==> config.mk <==
export PLATFORM = sky130hd
export DESIGN_NAME = lfc_core
export DESIGN_NICKNAME = d
export VERILOG_FILES = /design/src/hdl/lfc_pkg.sv /design/src/hdl/lfc_core.sv
export SDC_FILE = /design/constraint.sdc
export NUM_CORES = 2
export LEC_CHECK = 0
export ABC_AREA = 1
export BUFFER_PORTS_ARGS = -buffer_cell sky130_fd_sc_hd__buf_4
export CAP_MARGIN = 25
export CORE_AREA = 2 2 251 253
export DETAILED_ROUTE_END_ITERATION = 10
export DIE_AREA = 0 0 253 255
export PLACE_DENSITY = 0.74
export SYNTH_ARGS = -nofsm -noshare
export SYNTH_HDL_FRONTEND = slang
export SYNTH_SLANG_ARGS = --single-unit
==> constraint.sdc <==
create_clock -name clk_i -period 3.9 [get_ports clk_i]
set_clock_uncertainty 0.2 [all_clocks]
set_input_delay 0.585 -clock clk_i [delete_from_list [all_inputs] [get_ports clk_i]]
set_output_delay 0.585 -clock clk_i [all_outputs]
set_load 0.05 [all_outputs]
==> src/hdl/lfc_pkg.sv <==
// Shared constants and types of the logger flag command block
package lfc_pkg;
   localparam int CLK_HZ = 20000000;
   localparam int MINUTE_S = 60;
   localparam longint MINUTE_CYC = longint'(MINUTE_S) * longint'(CLK_HZ);
   localparam int PULSE_MS = 100;
   localparam longint PULSE_CYC = longint'(PULSE_MS) * longint'(CLK_HZ / 1000);
   localparam logic [10:0] DAY_MIN = 11'h5a0;
   localparam int NFLAG = 10;
   localparam int NPORT = 6;
   localparam logic [3:0] FLG_OUT = 4'h0;
   localparam logic [3:0] FLG_SUP = 4'h9;
   localparam logic [9:0] USER_MASK = 10'h1fe;
   localparam logic [4:0] DIV_LAST = 5'h1f;
   // Register byte addresses
   localparam logic [7:0] ADR_FLAGS = 8'h00;
   localparam logic [7:0] ADR_INSTR = 8'h04;
   localparam logic [7:0] ADR_ARG = 8'h08;
   localparam logic [7:0] ADR_STATUS = 8'h0c;
   localparam logic [7:0] ADR_TOD = 8'h10;
   localparam logic [7:0] ADR_RES_FIN = 8'h14;
   localparam logic [7:0] ADR_RES_IN = 8'h18;
   localparam logic [7:0] ADR_TOTAL = 8'h1c;
   localparam logic [7:0] ADR_COUNT = 8'h20;
   // Command codes
   localparam logic [7:0] CC_END = 8'h00;
   localparam logic [7:0] CC_SUB_LO = 8'h01;
   localparam logic [7:0] CC_SUB_HI = 8'h09;
   localparam logic [7:0] CC_SET_LO = 8'h0a;
   localparam logic [7:0] CC_SET_HI = 8'h13;
   localparam logic [7:0] CC_CLR_LO = 8'h14;
   localparam logic [7:0] CC_CLR_HI = 8'h1d;
   localparam logic [7:0] CC_THEN = 8'h1e;
   localparam logic [7:0] CC_PHI = 8'h28;
   localparam logic [7:0] CC_PLO = 8'h32;
   localparam logic [7:0] CC_PTG = 8'h3c;
   localparam logic [7:0] CC_PPU = 8'h46;
   localparam logic [7:0] CC_SUB2_LO = 8'h4d;
   localparam logic [7:0] CC_SUB2_HI = 8'h63;
   typedef enum logic [3:0] {
      OP_NOP, OP_START, OP_AVG, OP_REDIR, OP_CMD, OP_TIME, OP_ELSE, OP_END
   } lfc_op_t;
   typedef struct packed {
      lfc_op_t op;
      logic cond;
      logic [17:0] rsv;
      logic dest;
      logic [7:0] code;
   } lfc_instr_t;
   typedef struct packed {
      logic [4:0] rsv_hi;
      logic [10:0] interval;
      logic [4:0] rsv_lo;
      logic [10:0] offset;
   } lfc_targ_t;
   typedef struct packed {
      logic [17:0] rsv;
      logic busy;
      logic ended;
      logic dest;
      logic [3:0] skip;
      logic rsv_mid;
      logic [5:0] port;
   } lfc_status_t;
   typedef struct packed {
      logic valid;
      logic [7:0] num;
   } lfc_call_t;
endpackage

==> src/hdl/lfc_core.sv <==
// Flag, command and output processing core with Wishbone slave
// How it works
// - Average step counts and sums input value
// - Final step divides, stores quotient, clears total
// - Results go final storage unless redirected
// - Sample taken only when average instruction runs
// - Final processing only while output flag high
// - Ten flags; flags 0, 9 cleared at start
// - User flags kept across table starts
// - False test on flag 0/9 clears it
// - False test leaves user flag unchanged
// - Suppress flag high skips all accumulation
// - Time test: minutes into interval, run command
// - Intervals aligned to midnight, day restarts alignment
// - Code zero true ends current table
// - Subroutine codes call subroutine of that number
// - Port codes set, clear, toggle, pulse ports
// - Then-do true runs block, false skips it
// - ELSE runs on false; END closes branch
// - Operator toggles user flags; tests see them
//
// The Wishbone slave port and the address map were chosen for this implementation.
module lfc_core #(
   parameter int unsigned MINUTE_CYCLES = 32'(lfc_pkg::MINUTE_CYC),
   parameter int unsigned PULSE_CYCLES = 32'(lfc_pkg::PULSE_CYC)
) (
   input wire logic clk_i,
   input wire logic rst_i,
   input wire logic wb_cyc_i,
   input wire logic wb_stb_i,
   input wire logic wb_we_i,
   input wire logic [7:0] wb_adr_i,
   input wire logic [3:0] wb_sel_i,
   input wire logic [31:0] wb_dat_i,
   output logic [31:0] wb_dat_o,
   output logic wb_ack_o,
   output logic [5:0] port_o,
   output lfc_pkg::lfc_call_t call_o,
   output logic table_end_o
);
   typedef enum logic [1:0] {ST_IDLE, ST_DIV, ST_FIN} lfc_state_t;

   lfc_state_t st_q;
   logic ack_q;
   logic [31:0] dat_q;
   logic [9:0] flags_q;
   logic [9:0] flags_d;
   logic [31:0] arg_q;
   logic [31:0] tot_q;
   logic [31:0] cnt_q;
   logic [31:0] res_fin_q;
   logic [31:0] res_in_q;
   logic [10:0] tod_q;
   logic [31:0] min_cnt_q;
   logic [3:0] skip_q;
   logic ended_q;
   logic dest_q;
   logic [5:0] port_q;
   logic [31:0] pcnt_q [lfc_pkg::NPORT];
   logic [31:0] dnum_q;
   logic [31:0] dden_q;
   logic [31:0] drem_q;
   logic [4:0] dcnt_q;
   logic dmode_q;
   logic [10:0] toff_q;
   logic [7:0] tcode_q;
   logic tval_q;
   lfc_pkg::lfc_call_t call_q;
   logic end_q;
   logic [31:0] wmask;
   logic [31:0] rq;
   logic ge;
   logic cmd_v;
   logic cmd_c;
   logic [7:0] cmd_code;
   logic [3:0] fset;
   logic [3:0] fclr;
   logic [31:0] nt;
   logic [31:0] nc;
   lfc_pkg::lfc_instr_t ins;
   lfc_pkg::lfc_targ_t targ;
   lfc_pkg::lfc_status_t stat;

   // Bus handshake
   logic req, busy, is_ins, take, wr, exec, live, div_done, avg_go;
   assign req = wb_cyc_i & wb_stb_i & ~ack_q;
   assign busy = st_q != ST_IDLE;
   assign is_ins = wb_adr_i == lfc_pkg::ADR_INSTR;
   assign take = req & ~(wb_we_i & is_ins & busy);
   assign wr = take & wb_we_i;
   assign wmask = {{8{wb_sel_i[3]}}, {8{wb_sel_i[2]}}, {8{wb_sel_i[1]}}, {8{wb_sel_i[0]}}};
   assign ins = lfc_pkg::lfc_instr_t'(wb_dat_i);
   assign targ = lfc_pkg::lfc_targ_t'(arg_q);
   assign exec = wr & is_ins;
   assign live = exec & (skip_q == 4'h0) & ~ended_q;
   assign div_done = st_q == ST_FIN;
   assign avg_go = live & (ins.op == lfc_pkg::OP_AVG);
   assign wb_ack_o = ack_q;
   assign wb_dat_o = dat_q;
   assign port_o = port_q;
   assign call_o = call_q;
   assign table_end_o = end_q;

   always_ff @(posedge clk_i) begin
      if (rst_i) begin
         ack_q <= 1'b0;
      end else begin
         ack_q <= take;
      end
   end

   always_comb begin
      stat = '0;
      stat.busy = busy;
      stat.ended = ended_q;
      stat.dest = dest_q;
      stat.skip = skip_q;
      stat.port = port_q;
   end

   always_ff @(posedge clk_i) begin
      if (rst_i) begin
         dat_q <= 32'h0;
      end else if (take && !wb_we_i) begin
         case (wb_adr_i)
            lfc_pkg::ADR_FLAGS: dat_q <= {22'h0, flags_q};
            lfc_pkg::ADR_ARG: dat_q <= arg_q;
            lfc_pkg::ADR_STATUS: dat_q <= 32'(stat);
            lfc_pkg::ADR_TOD: dat_q <= {21'h0, tod_q};
            lfc_pkg::ADR_RES_FIN: dat_q <= res_fin_q;
            lfc_pkg::ADR_RES_IN: dat_q <= res_in_q;
            lfc_pkg::ADR_TOTAL: dat_q <= tot_q;
            lfc_pkg::ADR_COUNT: dat_q <= cnt_q;
            default: dat_q <= 32'h0;
         endcase
      end
   end

   always_ff @(posedge clk_i) begin
      if (rst_i) begin
         arg_q <= 32'h0;
      end else if (wr && wb_adr_i == lfc_pkg::ADR_ARG) begin
         arg_q <= (arg_q & ~wmask) | (wb_dat_i & wmask);
      end
   end

   // Command source: direct command or finished time test
   always_comb begin
      cmd_v = 1'b0;
      cmd_c = 1'b0;
      cmd_code = 8'h0;
      if (live && ins.op == lfc_pkg::OP_CMD) begin
         cmd_v = 1'b1;
         cmd_c = ins.cond;
         cmd_code = ins.code;
      end else if (div_done && dmode_q) begin
         cmd_v = 1'b1;
         cmd_c = tval_q && (drem_q[10:0] == toff_q);
         cmd_code = tcode_q;
      end
   end

   // Flags
   always_comb begin
      flags_d = flags_q;
      fset = 4'(cmd_code - lfc_pkg::CC_SET_LO);
      fclr = 4'(cmd_code - lfc_pkg::CC_CLR_LO);
      if (wr && wb_adr_i == lfc_pkg::ADR_FLAGS) begin
         flags_d = flags_q ^ (wb_dat_i[lfc_pkg::NFLAG-1:0] & lfc_pkg::USER_MASK);
      end
      if (exec && ins.op == lfc_pkg::OP_START) begin
         flags_d[lfc_pkg::FLG_OUT] = 1'b0;
         flags_d[lfc_pkg::FLG_SUP] = 1'b0;
      end
      if (cmd_v && cmd_code >= lfc_pkg::CC_SET_LO && cmd_code <= lfc_pkg::CC_SET_HI) begin
         if (cmd_c) begin
            flags_d[fset] = 1'b1;
         end else if (fset == lfc_pkg::FLG_OUT || fset == lfc_pkg::FLG_SUP) begin
            flags_d[fset] = 1'b0;
         end
      end
      if (cmd_v && cmd_c && cmd_code >= lfc_pkg::CC_CLR_LO && cmd_code <= lfc_pkg::CC_CLR_HI) begin
         flags_d[fclr] = 1'b0;
      end
   end

   always_ff @(posedge clk_i) begin
      if (rst_i) begin
         flags_q <= 10'h0;
      end else begin
         flags_q <= flags_d;
      end
   end

   // Branch skipping depth
   always_ff @(posedge clk_i) begin
      if (rst_i) begin
         skip_q <= 4'h0;
      end else if (exec && ins.op == lfc_pkg::OP_START) begin
         skip_q <= 4'h0;
      end else if (exec && ins.op == lfc_pkg::OP_ELSE) begin
         if (skip_q == 4'h1) begin
            skip_q <= 4'h0;
         end else if (skip_q == 4'h0) begin
            skip_q <= 4'h1;
         end
      end else if (exec && ins.op == lfc_pkg::OP_END && skip_q != 4'h0) begin
         skip_q <= skip_q - 4'h1;
      end else if (exec && skip_q != 4'h0 && ins.code == lfc_pkg::CC_THEN &&
                   (ins.op == lfc_pkg::OP_CMD || ins.op == lfc_pkg::OP_TIME)) begin
         skip_q <= skip_q + 4'h1;
      end else if (cmd_v && !cmd_c && cmd_code == lfc_pkg::CC_THEN) begin
         skip_q <= 4'h1;
      end
   end

   // Table end and subroutine calls
   always_ff @(posedge clk_i) begin
      if (rst_i) begin
         ended_q <= 1'b0;
         end_q <= 1'b0;
         call_q <= '0;
      end else begin
         end_q <= cmd_v && cmd_c && cmd_code == lfc_pkg::CC_END;
         if (exec && ins.op == lfc_pkg::OP_START) begin
            ended_q <= 1'b0;
         end else if (cmd_v && cmd_c && cmd_code == lfc_pkg::CC_END) begin
            ended_q <= 1'b1;
         end
         call_q.valid <= cmd_v && cmd_c &&
            ((cmd_code >= lfc_pkg::CC_SUB_LO && cmd_code <= lfc_pkg::CC_SUB_HI) ||
             (cmd_code >= lfc_pkg::CC_SUB2_LO && cmd_code <= lfc_pkg::CC_SUB2_HI));
         call_q.num <= cmd_code;
      end
   end

   // Output ports
   always_ff @(posedge clk_i) begin
      if (rst_i) begin
         port_q <= 6'h0;
         for (int i = 0; i < lfc_pkg::NPORT; i++) begin
            pcnt_q[i] <= 32'h0;
         end
      end else begin
         for (int i = 0; i < lfc_pkg::NPORT; i++) begin
            if (pcnt_q[i] != 32'h0) begin
               pcnt_q[i] <= pcnt_q[i] - 32'h1;
               if (pcnt_q[i] == 32'h1) begin
                  port_q[i] <= 1'b0;
               end
            end
            if (cmd_v && cmd_c) begin
               if (cmd_code == lfc_pkg::CC_PHI + 8'(i + 1)) begin
                  port_q[i] <= 1'b1;
                  pcnt_q[i] <= 32'h0;
               end else if (cmd_code == lfc_pkg::CC_PLO + 8'(i + 1)) begin
                  port_q[i] <= 1'b0;
                  pcnt_q[i] <= 32'h0;
               end else if (cmd_code == lfc_pkg::CC_PTG + 8'(i + 1)) begin
                  port_q[i] <= ~port_q[i];
                  pcnt_q[i] <= 32'h0;
               end else if (cmd_code == lfc_pkg::CC_PPU + 8'(i + 1)) begin
                  port_q[i] <= 1'b1;
                  pcnt_q[i] <= PULSE_CYCLES;
               end
            end
         end
      end
   end

   // Time of day in minutes, wraps at midnight
   always_ff @(posedge clk_i) begin
      if (rst_i) begin
         tod_q <= 11'h0;
         min_cnt_q <= 32'h0;
      end else if (wr && wb_adr_i == lfc_pkg::ADR_TOD) begin
         tod_q <= (wb_dat_i[10:0] < lfc_pkg::DAY_MIN) ? wb_dat_i[10:0] : 11'h0;
         min_cnt_q <= 32'h0;
      end else if (min_cnt_q == MINUTE_CYCLES - 32'h1) begin
         min_cnt_q <= 32'h0;
         tod_q <= (tod_q == lfc_pkg::DAY_MIN - 11'h1) ? 11'h0 : tod_q + 11'h1;
      end else begin
         min_cnt_q <= min_cnt_q + 32'h1;
      end
   end

   always_ff @(posedge clk_i) begin
      if (rst_i) begin
         dest_q <= 1'b0;
      end else if (live && ins.op == lfc_pkg::OP_REDIR) begin
         dest_q <= ins.dest;
      end
   end

   // Accumulation
   always_comb begin
      nt = flags_q[lfc_pkg::FLG_SUP] ? tot_q : tot_q + arg_q;
      nc = flags_q[lfc_pkg::FLG_SUP] ? cnt_q : cnt_q + 32'h1;
   end

   always_ff @(posedge clk_i) begin
      if (rst_i) begin
         tot_q <= 32'h0;
         cnt_q <= 32'h0;
      end else if (avg_go) begin
         if (flags_q[lfc_pkg::FLG_OUT]) begin
            tot_q <= 32'h0;
            cnt_q <= 32'h0;
         end else begin
            tot_q <= nt;
            cnt_q <= nc;
         end
      end
   end

   // Shared divider for averages and interval remainders
   assign rq = {drem_q[30:0], dnum_q[31]};
   assign ge = rq >= dden_q;

   always_ff @(posedge clk_i) begin
      if (rst_i) begin
         st_q <= ST_IDLE;
         dnum_q <= 32'h0;
         dden_q <= 32'h0;
         drem_q <= 32'h0;
         dcnt_q <= 5'h0;
         dmode_q <= 1'b0;
         toff_q <= 11'h0;
         tcode_q <= 8'h0;
         tval_q <= 1'b0;
      end else begin
         case (st_q)
            ST_IDLE: begin
               dcnt_q <= 5'h0;
               drem_q <= 32'h0;
               if (avg_go && flags_q[lfc_pkg::FLG_OUT]) begin
                  st_q <= ST_DIV;
                  dmode_q <= 1'b0;
                  dnum_q <= nt;
                  dden_q <= nc;
               end else if (live && ins.op == lfc_pkg::OP_TIME) begin
                  st_q <= ST_DIV;
                  dmode_q <= 1'b1;
                  dnum_q <= 32'(tod_q);
                  dden_q <= 32'(targ.interval);
                  toff_q <= targ.offset;
                  tcode_q <= ins.code;
                  tval_q <= targ.interval != 11'h0;
               end
            end
            ST_DIV: begin
               dnum_q <= {dnum_q[30:0], ge};
               drem_q <= ge ? rq - dden_q : rq;
               dcnt_q <= dcnt_q + 5'h1;
               if (dcnt_q == lfc_pkg::DIV_LAST) begin
                  st_q <= ST_FIN;
               end
            end
            ST_FIN: st_q <= ST_IDLE;
            default: st_q <= ST_IDLE;
         endcase
      end
   end

   always_ff @(posedge clk_i) begin
      if (rst_i) begin
         res_fin_q <= 32'h0;
         res_in_q <= 32'h0;
      end else if (div_done && !dmode_q) begin
         if (dest_q) begin
            res_in_q <= (dden_q == 32'h0) ? 32'h0 : dnum_q;
         end else begin
            res_fin_q <= (dden_q == 32'h0) ? 32'h0 : dnum_q;
         end
      end
   end
endmodule // lfc_core

==> reports/metrics.cfg <==
[status]
status = finished clean

[cts]
clockBufferDepth = 3
cts_buffers = 68
clock_latency_ps = 620
cts_tree = done
clkSinkCount = 583
post_cts_buffers = 0
clk_pin_slew_worst_paths_ps = 60
htree_levels = 3
cts_root_buffer = clkbuf_16

[finish]
fin_nets = 4920
fillers = 5676
drive_gt1_frac = 0.0804
area_growth_syn_to_layout_pct = 11.7

[worst_setup_path]
crit_type = reg2reg
cp_max_fo = 32
crit_path_end = pcnt_q[5][12]$_SDFFCE_PP0P_
rr_worst_depth = 16
required_ps = 4000
critPathLaunch = skip_q[0]$_SDFFE_PP0P_
worstSetupStartpointType = flip-flop
cp_data_arrival_time_ps = 3690
reg2reg_slack_ps = 310
r2r_start = skip_q[0]$_SDFFE_PP0P_
end_kind = flip-flop
rr_endpoint = pcnt_q[5][12]$_SDFFCE_PP0P_

[yosys]
synth_seq_area_share = 0.396
synth_common_cells = nand2_1 (839), nor2_1 (664), inv_1 (553)
yosys_warnings = 0
synth_seq_cells = 583
yosys.area.top_type = dfxtp_1
netlist.area_leader.share = 0.228
yosysMostFrequentCell = nand2_1
ys_top_cells_by_area = dfxtp_1 (23%), edfxtp_1 (17%), nand2_1 (9.2%)
synthesis.nets = 4839
synth-edff-count = 192
async_reset_ff_frac = 0
synth.avg_cell_area_um2 = 7.31
synth_ff_type = dfxtp_1
netlist_area_mm2 = 0.0344
ys_types = 65
synthCells = 4703

[placement]
dpl.hpwl_um = 74800
io_buffers = 97
place.gp.congestion = 1.05

[detailed_routing]
drt-pass1-iter-count = 6
vias_per_cell = 5.76
vias = 32500
wire_per_inst_um = 18.3
wl_um = 103000
drtIter0Drc = 2922
drc = 0
route.antenna.remaining_nets = 0

[pwr]
vdd_ir_drop_max_mv = 0.307
p_leak_nw = 16.0
power_density_mw_per_mm2 = 427

[hold_path]
hold_class = in2reg

[sta]
rsz0062_at_grt = false
hold_viol_final = 0
slew_violations = 0
setup_tns_ps = 0
maxSlewHeadroom = 0.305
fin_crit_sh = 0.922
holdWs_ps = 24.1
worst_pin_slew_ps = 1040
setup_violations = 0
max_freq_mhz = 278
post-route-min-period_ps = 3590

[die]
core_area_mm2 = 0.0622
dieArea_mm2 = 0.0645
die_y_um = 255
rows = 92
die_x_um = 253
io_pins = 98
start_util = 0.553

[run]
cap_violations = 0

[global_route]
gr-usage-all-layers = 0.315
grt_max_degree = 155
grt_pass1_wl_um = 162000
gr-total-overflow = 0
first_global_vias = 30200
antenna_found_initial = 2

-- power breakdown --
part	internal (mW)	switching, mW	total [mW]
Sequential	6.85	0.388	7.24
Clock	3.73	2.63	6.37
Combinational	1.08	1.72	2.80
-- sequential cells by signal, summed over array words and instances, names as in the netlist, 9 cells and up, named ones only --
register / cells
drem_q: 31
flags_q: 10
wb_dat_o: 32
res_in_q: 32
dden_q: 32
toff_q: 11
cnt_q: 32
pcnt_q: 192
res_fin_q: 32
tod_q: 11
min_cnt_q: 32
dnum_q: 32
tot_q: 32
call_o: 9
-- cell usage in the layout (no fill, tap or decap), types with 7 or more instances in the layout --
cell and count:
nor3_1 101, o31ai_1 7, nand3_2 12, a211oi_1 39, nand3b_1 15, clkbuf_16 71, nor2_2 35, nor4_1 51
a221oi_1 18, nor2_4 9, clkinv_1 11, a21oi_1 350, a22oi_1 9, nand3_1 279, inv_1 553, o211ai_1 43
buf_12 12, nand4_1 86, buf_4 157, nand2_2 12, o22ai_1 37, dfxtp_1 391, clkbuf_8 10, clkbuf_1 18
o221ai_1 9, a21o_1 18, nand2_4 8, ha_1 85, or2_2 21, edfxtp_1 192, nor2_1 655, o21bai_1 9
nand2_1 839, nor3b_1 9, a21boi_0 7, o21ai_0 309, a31oi_1 20, xnor2_1 99, xor2_1 142
-- metrics by stage --
step | area [µm²] | power [mW] | instances | util | setup WS [ps]
after floorplan | 34400 | 9.48 | 4703 | - | 5.57
after global placement | 36100 | 10.1 | 5511 | 0.581 | 262
after detailed placement | 36200 | 10.1 | 5512 | 0.582 | 162
after CTS | 38400 | 16.5 | 5637 | 0.618 | 404
after global routing | 38400 | 17.2 | 5638 | 0.618 | 92.5
final | 38400 | 16.4 | 5638 | 0.618 | 305
-- final cells by class --
type                            count  area (µm²)  area share
Clock inverter                     25         248     0.00645
Sequential cell                   583       13600       0.354
Antenna cell                        1        2.50   0.0000652
Clock buffer                       99        1970      0.0514
Inverter                          563        2120      0.0551
Timing Repair Buffer              172        1470      0.0383
Multi-Input combinational cell   3396       18000       0.469
Tap cell                          799        1000      0.0260
-- worst max-delay path, cell delays in order, from the launching register on --
cell and delay (ps):
dfxtp_1 340, inv_1 140, ha_1 210, nand3_1 200, inv_1 150, nand2_1 100, nor2_2 130, buf_4 210
nand4_1 90, nand2_1 250, nand2_2 160, nor2_1 330, nand2_1 130, inv_1 120, nand3_2 100, nand3_1 170
buf_12 220
-- how the worst min path moves through the flow --
stage | from | endpoint | slack (ps) | depth (start not counted)
3_3_place_gp | min_cnt_q[0]$_SDFF_PP0_ | min_cnt_q[0]$_SDFF_PP0_ | 230 | 1
2_1_floorplan | min_cnt_q[0]$_SDFF_PP0_ | min_cnt_q[0]$_SDFF_PP0_ | 220 | 1
6_report | wb_dat_i[23] | flip-flop | 20 | 3
4_1_cts | wb_dat_i[16] | flip-flop | 10 | 3
5_1_grt | wb_dat_i[16] | flip-flop | 50 | 3
3_5_place_dp | min_cnt_q[0]$_SDFF_PP0_ | min_cnt_q[0]$_SDFF_PP0_ | 240 | 1
-- cell families after synthesis --
| logic type | share of synthesized area |
|---|---|
| buf+inv | 0.0827 |
| flops | 0.396 |
| simple gates | 0.276 |
| compound gates | 0.152 |
| fa+ha+maj | 0.0321 |
| xor+xnor | 0.0614 |
-- layer usage --
metal	global-route usage	vias to the layer above	part of all wire
met5	0	-	0.000097
met4	0.153	2	0.053
met3	0.0494	282	0.072
met2	0.513	1222	0.45
met1	0.411	15000	0.42
li1	-	15900	-
-- what timing repair did --
action                                 4_1_cts  5_1_grt
resized for setup                            0        0
hold buffers                                 1        0
endpoints found under the hold margin        1        0
(Power assumes the default switching activity.)
